[config.mk]
export PLATFORM = sky130hd
export DESIGN_NAME = ship_standby_power_mode_control
export DESIGN_NICKNAME = d
export VERILOG_FILES = /design/src/design/shelf_pkg.sv /design/src/design/ship_standby_power_mode_control.sv
export SDC_FILE = /design/constraint.sdc
export NUM_CORES = 1
export LEC_CHECK = 0
export BUFFER_PORTS_ARGS = -buffer_cell sky130_fd_sc_hd__buf_2
export CORE_UTILIZATION = 40
export DETAILED_ROUTE_END_ITERATION = 10
export PLACE_DENSITY_LB_ADDON = 0.3
export SYNTH_ARGS = -nofsm -noshare
export SYNTH_HDL_FRONTEND = slang
export SYNTH_SLANG_ARGS = --single-unit
[constraint.sdc]
create_clock -name clk -period 2.76 [get_ports clk]
set_input_delay 0.414 -clock clk [delete_from_list [all_inputs] [get_ports clk]]
set_output_delay 0.414 -clock clk [all_outputs]
set_load 0.005 [all_outputs]
[src/design/shelf_pkg.sv]
package shelf_pkg;
	// Timebase
	localparam int CLK_PERIOD_NS = 32'h0000_0019;
	localparam int MS_NS = 32'h000F_4240;
	localparam int MS_CYCLES = MS_NS / CLK_PERIOD_NS;
	localparam int GLITCH_NS = 32'h0000_2710;
	localparam int GLITCH_CYCLES = (GLITCH_NS + CLK_PERIOD_NS - 1) / CLK_PERIOD_NS;
	localparam int TW = 18;
	// Millisecond tables indexed by select fields
	localparam logic [TW-1:0] ENTRY_DELAY_MS [4] = '{18'h0_07d0, 18'h0_0fa0, 18'h0_1b58, 18'h0_2710};
	localparam logic [TW-1:0] SUPPLY_DEB_MS [4] = '{18'h0_000a, 18'h0_0014, 18'h0_0064, 18'h0_00c8};
	localparam logic [TW-1:0] PRESS_MS [4] = '{18'h0_0fa0, 18'h0_1f40, 18'h0_2ee0, 18'h0_4e20};
	localparam logic [TW-1:0] OFF_MS [4] = '{18'h0_03e8, 18'h0_07d0, 18'h0_0bb8, 18'h0_0fa0};
	localparam logic [TW-1:0] WD_MS [4] = '{18'h0_9c40, 18'h1_3880, 18'h2_7100, 18'h2_7100};
	localparam logic [TW-1:0] KEY_EXIT_SLOW_MS = 18'h0_07d0;
	localparam logic [TW-1:0] KEY_EXIT_FAST_MS = 18'h0_0014;
	localparam logic [3:0] THERM_DEG_MS = 4'ha;
	// Register map
	localparam logic [7:0] ADDR_CTRL0 = 8'h00;
	localparam logic [7:0] ADDR_CTRL1 = 8'h01;
	localparam logic [7:0] ADDR_WD_KICK = 8'h02;
	localparam logic [7:0] ADDR_STATUS = 8'h03;
	typedef struct packed {
		logic reverse_output_path_en;
		logic [1:0] supply_debounce_sel;
		logic key_wake_fast_sel;
		logic shelf_entry_delay_off;
		logic [1:0] shelf_entry_delay_sel;
		logic ship_req;
	} ctrl0_t;
	typedef struct packed {
		logic reserved;
		logic watchdog_en;
		logic [1:0] watchdog_timeout_sel;
		logic [1:0] power_off_time_sel;
		logic [1:0] long_press_time_sel;
	} ctrl1_t;
	localparam ctrl0_t CTRL0_RST = 8'h40;
	localparam ctrl1_t CTRL1_RST = 8'h00;
	typedef enum logic [2:0] {
		ST_POR = 3'b000,
		ST_ACTIVE = 3'b001,
		ST_SHIP_WAIT = 3'b010,
		ST_SHIP = 3'b011,
		ST_HW_RESET = 3'b100,
		ST_WD_OFF = 3'b101
	} state_t;
	typedef struct packed {
		logic [2:0] mode;
		logic [3:0] therm;
		logic standby;
	} status_t;
	// Analog comparator flags
	typedef struct packed {
		logic supply_above_rise;
		logic supply_below_fall;
		logic battery_above_rise;
		logic system_load;
		logic mid_overvoltage;
	} sense_t;
	typedef struct packed {
		logic battery_switch_on;
		logic host_if_ready;
		logic reference_regulator_on;
		logic standby_mode;
		logic boost_run;
		logic low_power_regs_en;
		logic reverse_path_closed;
		logic system_rail_off;
	} power_out_t;
	localparam power_out_t PWR_RST = 8'h01;
endpackage : shelf_pkg

[src/design/ship_standby_power_mode_control.sv]
`timescale 1ns/1ps
`default_nettype none
module ship_standby_power_mode_control #(
	parameter int MS_CYCLES = shelf_pkg::MS_CYCLES
) (
	input wire logic clk,
	input wire logic rst_n,
	input wire logic [7:0] addr,
	input wire logic [7:0] wdata,
	input wire logic wr,
	input wire logic rd,
	output logic [7:0] rdata,
	input wire logic key_reset_in_n,
	input wire logic reverse_boost_en,
	input wire shelf_pkg::sense_t sense,
	input wire logic [3:0] thermistor_sense,
	output shelf_pkg::power_out_t pwr,
	output logic [3:0] therm_state
);
	localparam int TW = shelf_pkg::TW;

	// Input deglitch
	logic [1:0] dg_raw;
	logic [1:0] dg_filt_r;
	logic [1:0] dg_filt_nxt;
	logic [8:0] dg_cnt_r [2];
	logic [8:0] dg_cnt_nxt [2];
	logic key_f;
	logic boost_f;

	assign dg_raw = {reverse_boost_en, key_reset_in_n};
	assign key_f = dg_filt_r[0];
	assign boost_f = dg_filt_r[1];

	always_comb begin
		for (int i = 0; i < 2; i++) begin
			dg_filt_nxt[i] = dg_filt_r[i];
			dg_cnt_nxt[i] = 9'h000;
			if (dg_raw[i] != dg_filt_r[i]) begin
				if (dg_cnt_r[i] == 9'(shelf_pkg::GLITCH_CYCLES - 1)) begin
					dg_filt_nxt[i] = dg_raw[i];
				end else begin
					dg_cnt_nxt[i] = dg_cnt_r[i] + 9'h001;
				end
			end
		end
	end

	always_ff @(posedge clk or negedge rst_n) begin
		if (!rst_n) begin
			dg_filt_r <= 2'h1;
			dg_cnt_r <= '{9'h000, 9'h000};
		end else begin
			dg_filt_r <= dg_filt_nxt;
			dg_cnt_r <= dg_cnt_nxt;
		end
	end

	// Free-running millisecond timebase
	logic [15:0] tb_cnt_r;
	logic [15:0] tb_cnt_nxt;
	logic ms_tick;

	always_comb begin
		ms_tick = (tb_cnt_r == 16'(MS_CYCLES - 1));
		tb_cnt_nxt = ms_tick ? 16'h0000 : tb_cnt_r + 16'h0001;
	end

	always_ff @(posedge clk or negedge rst_n) begin
		if (!rst_n) begin
			tb_cnt_r <= 16'h0000;
		end else begin
			tb_cnt_r <= tb_cnt_nxt;
		end
	end

	// Thermistor threshold filter
	logic [3:0] therm_acc_r;
	logic [3:0] therm_acc_nxt;
	logic [3:0] therm_cnt_r [4];
	logic [3:0] therm_cnt_nxt [4];

	always_comb begin
		for (int i = 0; i < 4; i++) begin
			therm_acc_nxt[i] = therm_acc_r[i];
			therm_cnt_nxt[i] = therm_cnt_r[i];
			if (thermistor_sense[i] == therm_acc_r[i]) begin
				therm_cnt_nxt[i] = 4'h0;
			end else if (ms_tick) begin
				if (therm_cnt_r[i] == shelf_pkg::THERM_DEG_MS - 4'h1) begin
					therm_acc_nxt[i] = thermistor_sense[i];
					therm_cnt_nxt[i] = 4'h0;
				end else begin
					therm_cnt_nxt[i] = therm_cnt_r[i] + 4'h1;
				end
			end
		end
	end

	always_ff @(posedge clk or negedge rst_n) begin
		if (!rst_n) begin
			therm_acc_r <= 4'h0;
			therm_cnt_r <= '{4'h0, 4'h0, 4'h0, 4'h0};
		end else begin
			therm_acc_r <= therm_acc_nxt;
			therm_cnt_r <= therm_cnt_nxt;
		end
	end

	assign therm_state = therm_acc_r;

	// Mode sequencer
	shelf_pkg::state_t state_r;
	shelf_pkg::state_t state_nxt;
	shelf_pkg::ctrl0_t ctrl0_r;
	shelf_pkg::ctrl0_t ctrl0_nxt;
	shelf_pkg::ctrl1_t ctrl1_r;
	shelf_pkg::ctrl1_t ctrl1_nxt;
	logic [TW-1:0] tmr_r;
	logic [TW-1:0] tmr_nxt;
	logic [TW-1:0] key_cnt_r;
	logic [TW-1:0] key_cnt_nxt;
	logic [TW-1:0] wd_cnt_r;
	logic [TW-1:0] wd_cnt_nxt;
	logic entry_ok;
	logic bus_ok;
	logic wd_kick;
	logic [TW-1:0] key_exit_ms;

	// Host interface closed in ship mode
	assign bus_ok = (state_r != shelf_pkg::ST_SHIP) && (state_r != shelf_pkg::ST_POR);
	assign wd_kick = bus_ok && wr && (addr == shelf_pkg::ADDR_WD_KICK);
	assign entry_ok = ctrl0_r.ship_req && sense.supply_below_fall && key_f;
	assign key_exit_ms = ctrl0_r.key_wake_fast_sel ? shelf_pkg::KEY_EXIT_FAST_MS : shelf_pkg::KEY_EXIT_SLOW_MS;

	always_comb begin
		state_nxt = state_r;
		tmr_nxt = tmr_r;
		key_cnt_nxt = key_cnt_r;
		wd_cnt_nxt = wd_cnt_r;
		// Key low duration
		if (key_f) begin
			key_cnt_nxt = '0;
		end else if (ms_tick) begin
			key_cnt_nxt = key_cnt_r + 18'h0_0001;
		end
		// Watchdog runs while enabled in active mode only
		if (wd_kick || !ctrl1_r.watchdog_en || state_r != shelf_pkg::ST_ACTIVE) begin
			wd_cnt_nxt = '0;
		end else if (ms_tick) begin
			wd_cnt_nxt = wd_cnt_r + 18'h0_0001;
		end
		unique case (state_r)
			shelf_pkg::ST_POR: begin
				tmr_nxt = '0;
				if (sense.supply_above_rise || sense.battery_above_rise) begin
					state_nxt = shelf_pkg::ST_ACTIVE;
				end
			end
			shelf_pkg::ST_ACTIVE: begin
				tmr_nxt = '0;
				if (key_cnt_r >= shelf_pkg::PRESS_MS[ctrl1_r.long_press_time_sel]) begin
					state_nxt = shelf_pkg::ST_HW_RESET;
					key_cnt_nxt = '0;
				end else if (ctrl1_r.watchdog_en &&
						wd_cnt_r >= shelf_pkg::WD_MS[ctrl1_r.watchdog_timeout_sel]) begin
					state_nxt = shelf_pkg::ST_WD_OFF;
				end else if (ctrl0_r.ship_req) begin
					state_nxt = shelf_pkg::ST_SHIP_WAIT;
				end
			end
			shelf_pkg::ST_SHIP_WAIT: begin
				if (key_cnt_r >= shelf_pkg::PRESS_MS[ctrl1_r.long_press_time_sel]) begin
					state_nxt = shelf_pkg::ST_HW_RESET;
					key_cnt_nxt = '0;
					tmr_nxt = '0;
				end else if (!ctrl0_r.ship_req) begin
					state_nxt = shelf_pkg::ST_ACTIVE;
					tmr_nxt = '0;
				end else if (!entry_ok) begin
					// Postponed while supply or key present
					tmr_nxt = '0;
				end else if (ctrl0_r.shelf_entry_delay_off) begin
					state_nxt = shelf_pkg::ST_SHIP;
					tmr_nxt = '0;
				end else if (tmr_r >= shelf_pkg::ENTRY_DELAY_MS[ctrl0_r.shelf_entry_delay_sel]) begin
					state_nxt = shelf_pkg::ST_SHIP;
					tmr_nxt = '0;
				end else if (ms_tick) begin
					tmr_nxt = tmr_r + 18'h0_0001;
				end
			end
			shelf_pkg::ST_SHIP: begin
				if (!sense.supply_above_rise) begin
					tmr_nxt = '0;
				end else if (ms_tick) begin
					tmr_nxt = tmr_r + 18'h0_0001;
				end
				if (sense.supply_above_rise &&
						tmr_r >= shelf_pkg::SUPPLY_DEB_MS[ctrl0_r.supply_debounce_sel]) begin
					state_nxt = shelf_pkg::ST_ACTIVE;
					tmr_nxt = '0;
				end else if (!key_f && key_cnt_r >= key_exit_ms) begin
					state_nxt = shelf_pkg::ST_ACTIVE;
					tmr_nxt = '0;
					key_cnt_nxt = '0;
				end
			end
			shelf_pkg::ST_HW_RESET, shelf_pkg::ST_WD_OFF: begin
				if (tmr_r >= shelf_pkg::OFF_MS[ctrl1_r.power_off_time_sel]) begin
					state_nxt = shelf_pkg::ST_POR;
					tmr_nxt = '0;
				end else if (ms_tick) begin
					tmr_nxt = tmr_r + 18'h0_0001;
				end
			end
			default: begin
				state_nxt = shelf_pkg::ST_POR;
				tmr_nxt = '0;
			end
		endcase
	end

	// Register file
	always_comb begin
		ctrl0_nxt = ctrl0_r;
		ctrl1_nxt = ctrl1_r;
		if (bus_ok && wr && addr == shelf_pkg::ADDR_CTRL0) begin
			ctrl0_nxt = wdata;
		end
		if (bus_ok && wr && addr == shelf_pkg::ADDR_CTRL1) begin
			ctrl1_nxt = wdata;
			ctrl1_nxt.reserved = 1'b0;
		end
		// Fast wake restored to default on exit
		if (state_r == shelf_pkg::ST_SHIP && state_nxt != shelf_pkg::ST_SHIP) begin
			ctrl0_nxt.key_wake_fast_sel = shelf_pkg::CTRL0_RST.key_wake_fast_sel;
			ctrl0_nxt.ship_req = 1'b0;
		end
	end

	shelf_pkg::status_t status;
	logic [7:0] rdata_nxt;

	always_comb begin
		status.mode = state_r;
		status.therm = therm_acc_r;
		status.standby = pwr.standby_mode;
		rdata_nxt = 8'h00;
		if (bus_ok && rd) begin
			unique case (addr)
				shelf_pkg::ADDR_CTRL0: rdata_nxt = ctrl0_r;
				shelf_pkg::ADDR_CTRL1: rdata_nxt = ctrl1_r;
				shelf_pkg::ADDR_STATUS: rdata_nxt = status;
				default: rdata_nxt = 8'h00;
			endcase
		end
	end

	// Power outputs
	shelf_pkg::power_out_t pwr_nxt;
	logic sys_up;

	always_comb begin
		sys_up = (state_nxt == shelf_pkg::ST_ACTIVE) || (state_nxt == shelf_pkg::ST_SHIP_WAIT);
		// Battery switch closed while the system is up with battery or supply up
		pwr_nxt.battery_switch_on = sys_up && (sense.battery_above_rise || sense.supply_above_rise);
		pwr_nxt.host_if_ready = (state_nxt != shelf_pkg::ST_SHIP) && (state_nxt != shelf_pkg::ST_POR);
		pwr_nxt.standby_mode = sys_up && !sense.supply_above_rise && !sense.system_load;
		// Boost from pin, stopped on overvoltage
		pwr_nxt.boost_run = sys_up && boost_f && !sense.mid_overvoltage;
		pwr_nxt.low_power_regs_en = pwr_nxt.boost_run;
		// Reverse path gated by its bit
		pwr_nxt.reverse_path_closed = pwr_nxt.boost_run && ctrl0_r.reverse_output_path_en;
		pwr_nxt.reference_regulator_on = sys_up && sense.supply_above_rise && !pwr_nxt.boost_run;
		pwr_nxt.system_rail_off = !sys_up;
	end

	always_ff @(posedge clk or negedge rst_n) begin
		if (!rst_n) begin
			state_r <= shelf_pkg::ST_POR;
			tmr_r <= '0;
			key_cnt_r <= '0;
			wd_cnt_r <= '0;
			ctrl0_r <= shelf_pkg::CTRL0_RST;
			ctrl1_r <= shelf_pkg::CTRL1_RST;
			rdata <= 8'h00;
			pwr <= shelf_pkg::PWR_RST;
		end else begin
			state_r <= state_nxt;
			tmr_r <= tmr_nxt;
			key_cnt_r <= key_cnt_nxt;
			wd_cnt_r <= wd_cnt_nxt;
			ctrl0_r <= ctrl0_nxt;
			ctrl1_r <= ctrl1_nxt;
			rdata <= rdata_nxt;
			pwr <= pwr_nxt;
		end
	end
endmodule : ship_standby_power_mode_control
`default_nettype wire

* After elaboration in Yosys (flattened, before gate mapping)
Index checks and enable logic that the tools add are counted.
** Word-level totals
- Input port bits :: 31
- Output and inout port bits :: 20
- Word-level logic and storage cells :: 211
- Register bits :: 143
** Operators by class
- Equality and inequality tests :: 26
- Mux-type cells :: 70
- $lt $le $gt $ge :: 11
- Reductions and logical operators :: 50
- Bitwise logic cells :: 9
- Add/subtract/negate cells :: 10
** Operators by type and width (number)
- $mux W18 :: 27
- $bmux W18 S2 :: 5
- $ge A18 B18 Y1 :: 5
- $add A18 B1 Y18 const B :: 3
- $pmux W18 S3 :: 1
- $mux W4 :: 12
- $mux W3 :: 12
- $mux W9 :: 4
- $pmux W18 S2 :: 1
- $pmux W8 S3 :: 1
- $logic_and A1 B1 Y1 :: 21
- $add A9 B1 Y9 const B :: 2
- $eq A9 B9 Y1 const B :: 2
- $ge A18 B11 Y1 :: 1
- $add A16 B1 Y16 const B :: 1
- $add A4 B1 Y4 const B :: 4
- $eq A16 B16 Y1 const B :: 1
- $eq A4 B4 Y1 const B :: 4
- $eq A8 B2 Y1 const B :: 2
- $mux W16 :: 1
- $ge A3 B3 Y1 const B :: 5
- $not A2 Y3 :: 5
- $pmux W3 S5 :: 1
- $reduce_and A3 Y1 :: 4
- other kinds (21) :: 51

* Longest topological paths before layout
- Depth after elaboration :: 17
- Depth in mapped cells :: 13
- Gate-level depth less buffers :: 11

* Worst setup path after synthesis
No wires, ideal clock.
- Path kind :: register -> register
- Start point :: register ctrl1_r[3] (netlist bit)
- End point :: register pwr[5] (netlist bit)
- Setup slack :: -0.282 ns
- Arrival :: 2.920 ns
- Path buffers :: 0
- Cell stages (with the launch flop) :: 12
- Required time :: 2.639 ns
- Clock period less this slack :: 3.042 ns
- Cells stage by stage :: dfrtp_1 inv_1 ha_1 or2_2 ha_1 or4b_2 o2111ai_1 a21oi_1 a21oi_1 o221ai_2 xnor2_1 and4bb_1
** RTL lines
- start, declared :: line ship_standby_power_mode_control.sv:117 : shelf_pkg::ctrl1_t ctrl1_r;
- start signal, assigned :: line ship_standby_power_mode_control.sv:286 : ctrl1_r <= shelf_pkg::CTRL1_RST;
- start signal, assigned :: line ship_standby_power_mode_control.sv:295 : ctrl1_r <= ctrl1_nxt;
- end signal, assigned :: line ship_standby_power_mode_control.sv:288 : pwr <= shelf_pkg::PWR_RST;
- end signal, assigned :: line ship_standby_power_mode_control.sv:297 : pwr <= pwr_nxt;
- end, declared :: line ship_standby_power_mode_control.sv:17 : output shelf_pkg::power_out_t pwr,

==> qor.txt <==
total power per unit cell area = 534 mW/mm^2
max-cap violations = 0
proportion of synthesized chip area in sequential cells = 43.5%
top post-synthesis cells by count = dfrtp_1, nor2_1, ha_1, nand2_1, inv_1
worst min-delay path category = primary input to flop
proportion of layout cells with a drive suffix above 1 = 21.0%
Placement Rows = 52
Most used DFF post-synth = dfrtp_1
initial core utilization = 40.7%
global-route wire length before repair = 31.7 mm
height of the die = 145 um
worst-path cell with the longest stage delay = or4b_4
buffers and inverters on the worst path = 3
Remaining DRCs = 0
core region area = 0.0202 mm^2
Routability Congestion = 0.867
Synth Area in Simple Gates = 22.2%
finished layout cell area = 0.0101 mm^2
cell area after placement = 0.00924 mm^2
status = complete, but fails checks
VDD IR max = 0.000261 V
total congestion overflow after global routing = 0
post-synthesis register bit count = 143
Sequential Area = 0.00358 mm^2
Cell Count, Final, Fillers Out = 1,271
clock buffer count from CTS = 17
source of the worst register-to-register timing path = ctrl1_r[3]$_DFFE_PN0P_
Post-Synthesis Cell Area = 0.00823 mm^2
via count of the first global-routing pass = 6,359
most frequent cell on the critical path = a21oi_2
cell at the root of the clock tree = clkbuf_16
highest clock rate = 0.360 GHz
top cell family by delay on the critical path = simple AND/OR/NAND/NOR gates
mux cell area share after synthesis = 2.46%
via count = 6,435
Antenna Cells = 0
start point of the critical path = ctrl1_r[3]$_DFFE_PN0P_
Synth Instances = 874
total leakage power = 4.54 nW
failing checks = setup timing
Die ar. = 0.0212 mm^2
leading post-synthesis cells by cell area = dfrtp_1, ha_1, xnor2_1
multi-input logic area = 0.00458 mm^2
area leader, netlist = dfrtp_1
actual transition at the worst max-transition pin = 0.537 ns
post-layout worst setup margin = -0.0196 ns
GRT Total Usage = 18.7%
CTS clk-pin slew, worst paths = 0.06 ns
maximum buffer depth of the clock tree = 2
clock skew after layout = 0.0109 ns
Data required, critical path = 3.07 ns
Initial DRT Pass Iterations = 5
Fill cells = 1,859
Overall Power = 5.40 mW
Port Buffer Count = 50
most frequent cell after synthesis = dfrtp_1
final net count = 1,098
Final HPWL DP = 13.7 mm
signed area change from the synthesized netlist to the final layout = 22.8%
total routed wirelength = 18.7 mm
Max stage delay on crit path = 0.46 ns
DIE WIDTH = 145 um
Setup CP Type = flop to flop
setup TNS after final layout = -0.0732 ns
Final Setup Violations = 4
Min Clock Period, post-route = 2.78 ns
fraction of registers with async set or reset after synthesis = 100%
combinational family with the most area after synthesis = simple AND/OR/NAND/NOR gates
violation count after the first detailed-route iteration = 364
synthesized-area fraction occupied by adder cells = 12.0%
hold_ws = 0.172 ns
number of synthesis warnings = 0
initial antenna violation count = 0
arrival time at the worst endpoint = 3.09 ns
synth unique cells = 59
worst slew margin relative to its limit = 63.9%
post-placement worst setup slack = -0.0234 ns
crit start category = flop
share of the synthesized area in the top cell type = 42.6%
mean instance size in the synthesized netlist = 9.42 um^2
CP endpoint kind = flop
Skew-Pair Late Insertion Delay = 0.43 ns
routed length per instance = 14.7 um
RSZ-0062 raised after global routing = true
total clock sinks = 143
H-tree levels = 4
Final Hold Violating Endpoints = 0
maximum fanout encountered on the critical timing path = 3
final core utilization = 50.0%
compound-gate portion of the synthesized area = 8.33%
worst-path cell chain = inv_2 > ha_2 > or2_4 > ha_4 > or4b_4 > o2111ai_4 > a21oi_2 > a21oi_2 > o221ai_2 > xnor2_2 > buf_12 > buf_4 > nand2_1
count of pins over their slew limit = 0
count of pins on the block boundary = 51
TritonCTS clock tree = yes
ratio of final minimum period to clock period = 101%
number of cells in the design after placement = 1,230
DRT antenna net count = 0
start point of the worst hold path = sense[1]
number of vias per cell = 5.06
pin count of the biggest net entering global routing = 59
XOR/XNOR Fraction of Synth Area = 7.98%
number of enable flip-flop cells after synthesis = 0
==> sequential cells by signal (all words and copies together) (netlist names) <==
name / cells
ctrl0_r: 8
dg_filt_r: 2
key_cnt_r: 18
tb_cnt_r: 16
ctrl1_r: 7
dg_cnt_r: 18
therm_cnt_r: 16
wd_cnt_r: 18
therm_state: 4
state_r: 3
pwr: 7
rdata: 8
tmr_r: 18
==> cell families after synthesis <==
| family | count (synthesis) |
|---|---|
| adders and majority gates | 79 |
| AOI/OAI and AO/OA | 113 |
| other | 1 |
| xor gates and xnor gates | 75 |
| and+or+nand+nor | 369 |
| DFF | 143 |
| buffers and inverters | 75 |
| muxes | 19 |
==> report_power, final <==
part           switching [mW]  leakage [nW]  internal (mW)
Combinational           0.385          2.35          0.366
Clock                   0.944         0.290           1.46
Sequential             0.0683          1.90           2.18
==> cells in the final DEF (no fill, tap or decap), types with 4 or more instances in the layout <==
cell / count
clkbuf_16: 17
and3_1: 18
nor4_2: 4
o21ai_0: 28
a211oi_1: 4
nand2b_1: 4
and2_1: 9
o21a_1: 4
a21oi_2: 7
inv_2: 6
ha_1: 73
clkinvlp_4: 4
buf_2: 49
inv_1: 46
nand2_1: 69
nor2b_1: 4
xnor2_1: 49
nand3_1: 32
or3_1: 14
xor2_1: 25
mux2_2: 10
buf_4: 61
a21oi_1: 43
dfrtp_1: 140
inv_6: 4
mux2i_1: 9
nor3_1: 44
nand4_1: 21
nor2_1: 116
==> worst register-to-register path: cells and delay by family, from the launching register on <==
kind	cells	cell delay, ns
simple gates	3	0.76
compound gates	4	0.57
fa+ha+maj	2	0.41
flops	1	0.39
buf+inv	3	0.30
xor+xnor	1	0.26
==> cell type report <==
type                            count  share of cell area [%]
Inverter                           52                    1.93
Sequential cell                   143                    35.4
Multi-Input combinational cell    658                    45.3
Clock buffer                       18                    4.34
Tap cell                          270                    3.34
Clock inverter                     14                    1.79
Timing Repair Buffer              116                    7.87
==> worst paths after layout <==
path,endpoint,slack (ns),cells past startpoint
setup / recovery,pwr[6]$_DFF_PN0_,-0.02,13
hold / removal,pwr[4]$_DFF_PN0_,0.17,2
setup reg to reg,pwr[6]$_DFF_PN0_,-0.02,13
hold reg to reg,dg_cnt_r[0]$_DFF_PN0_,0.46,1
max in group asynchronous,ctrl0_r[6]$_DFFE_PN1P_,1.62,3
min in group asynchronous,dg_cnt_r[8]$_DFF_PN0_,0.44,2
==> layer usage <==
metal	global-route usage, %	up-vias	routed length, um	share of wire, %
li1	-	3243	-	-
met1	24.5	3090	9050	48
met2	30.8	69	8780	47
met3	3.39	33	385	2.1
met4	7.26	0	456	2.4
met5	0	-	0	0
==> what timing repair did <==
| item | 4_1_cts | 5_1_grt |
|---|---|---|
| resized for setup | 3 | 35 |
| pin swaps | 4 | 16 |
| hold buffers | 1 | 0 |
| endpoints found under the setup margin | 3 | 46 |
| setup buffers | 0 | 8 |
| endpoints found under the hold margin | 27 | 0 |
No activity file was read; power rests on OpenSTA's default activity.
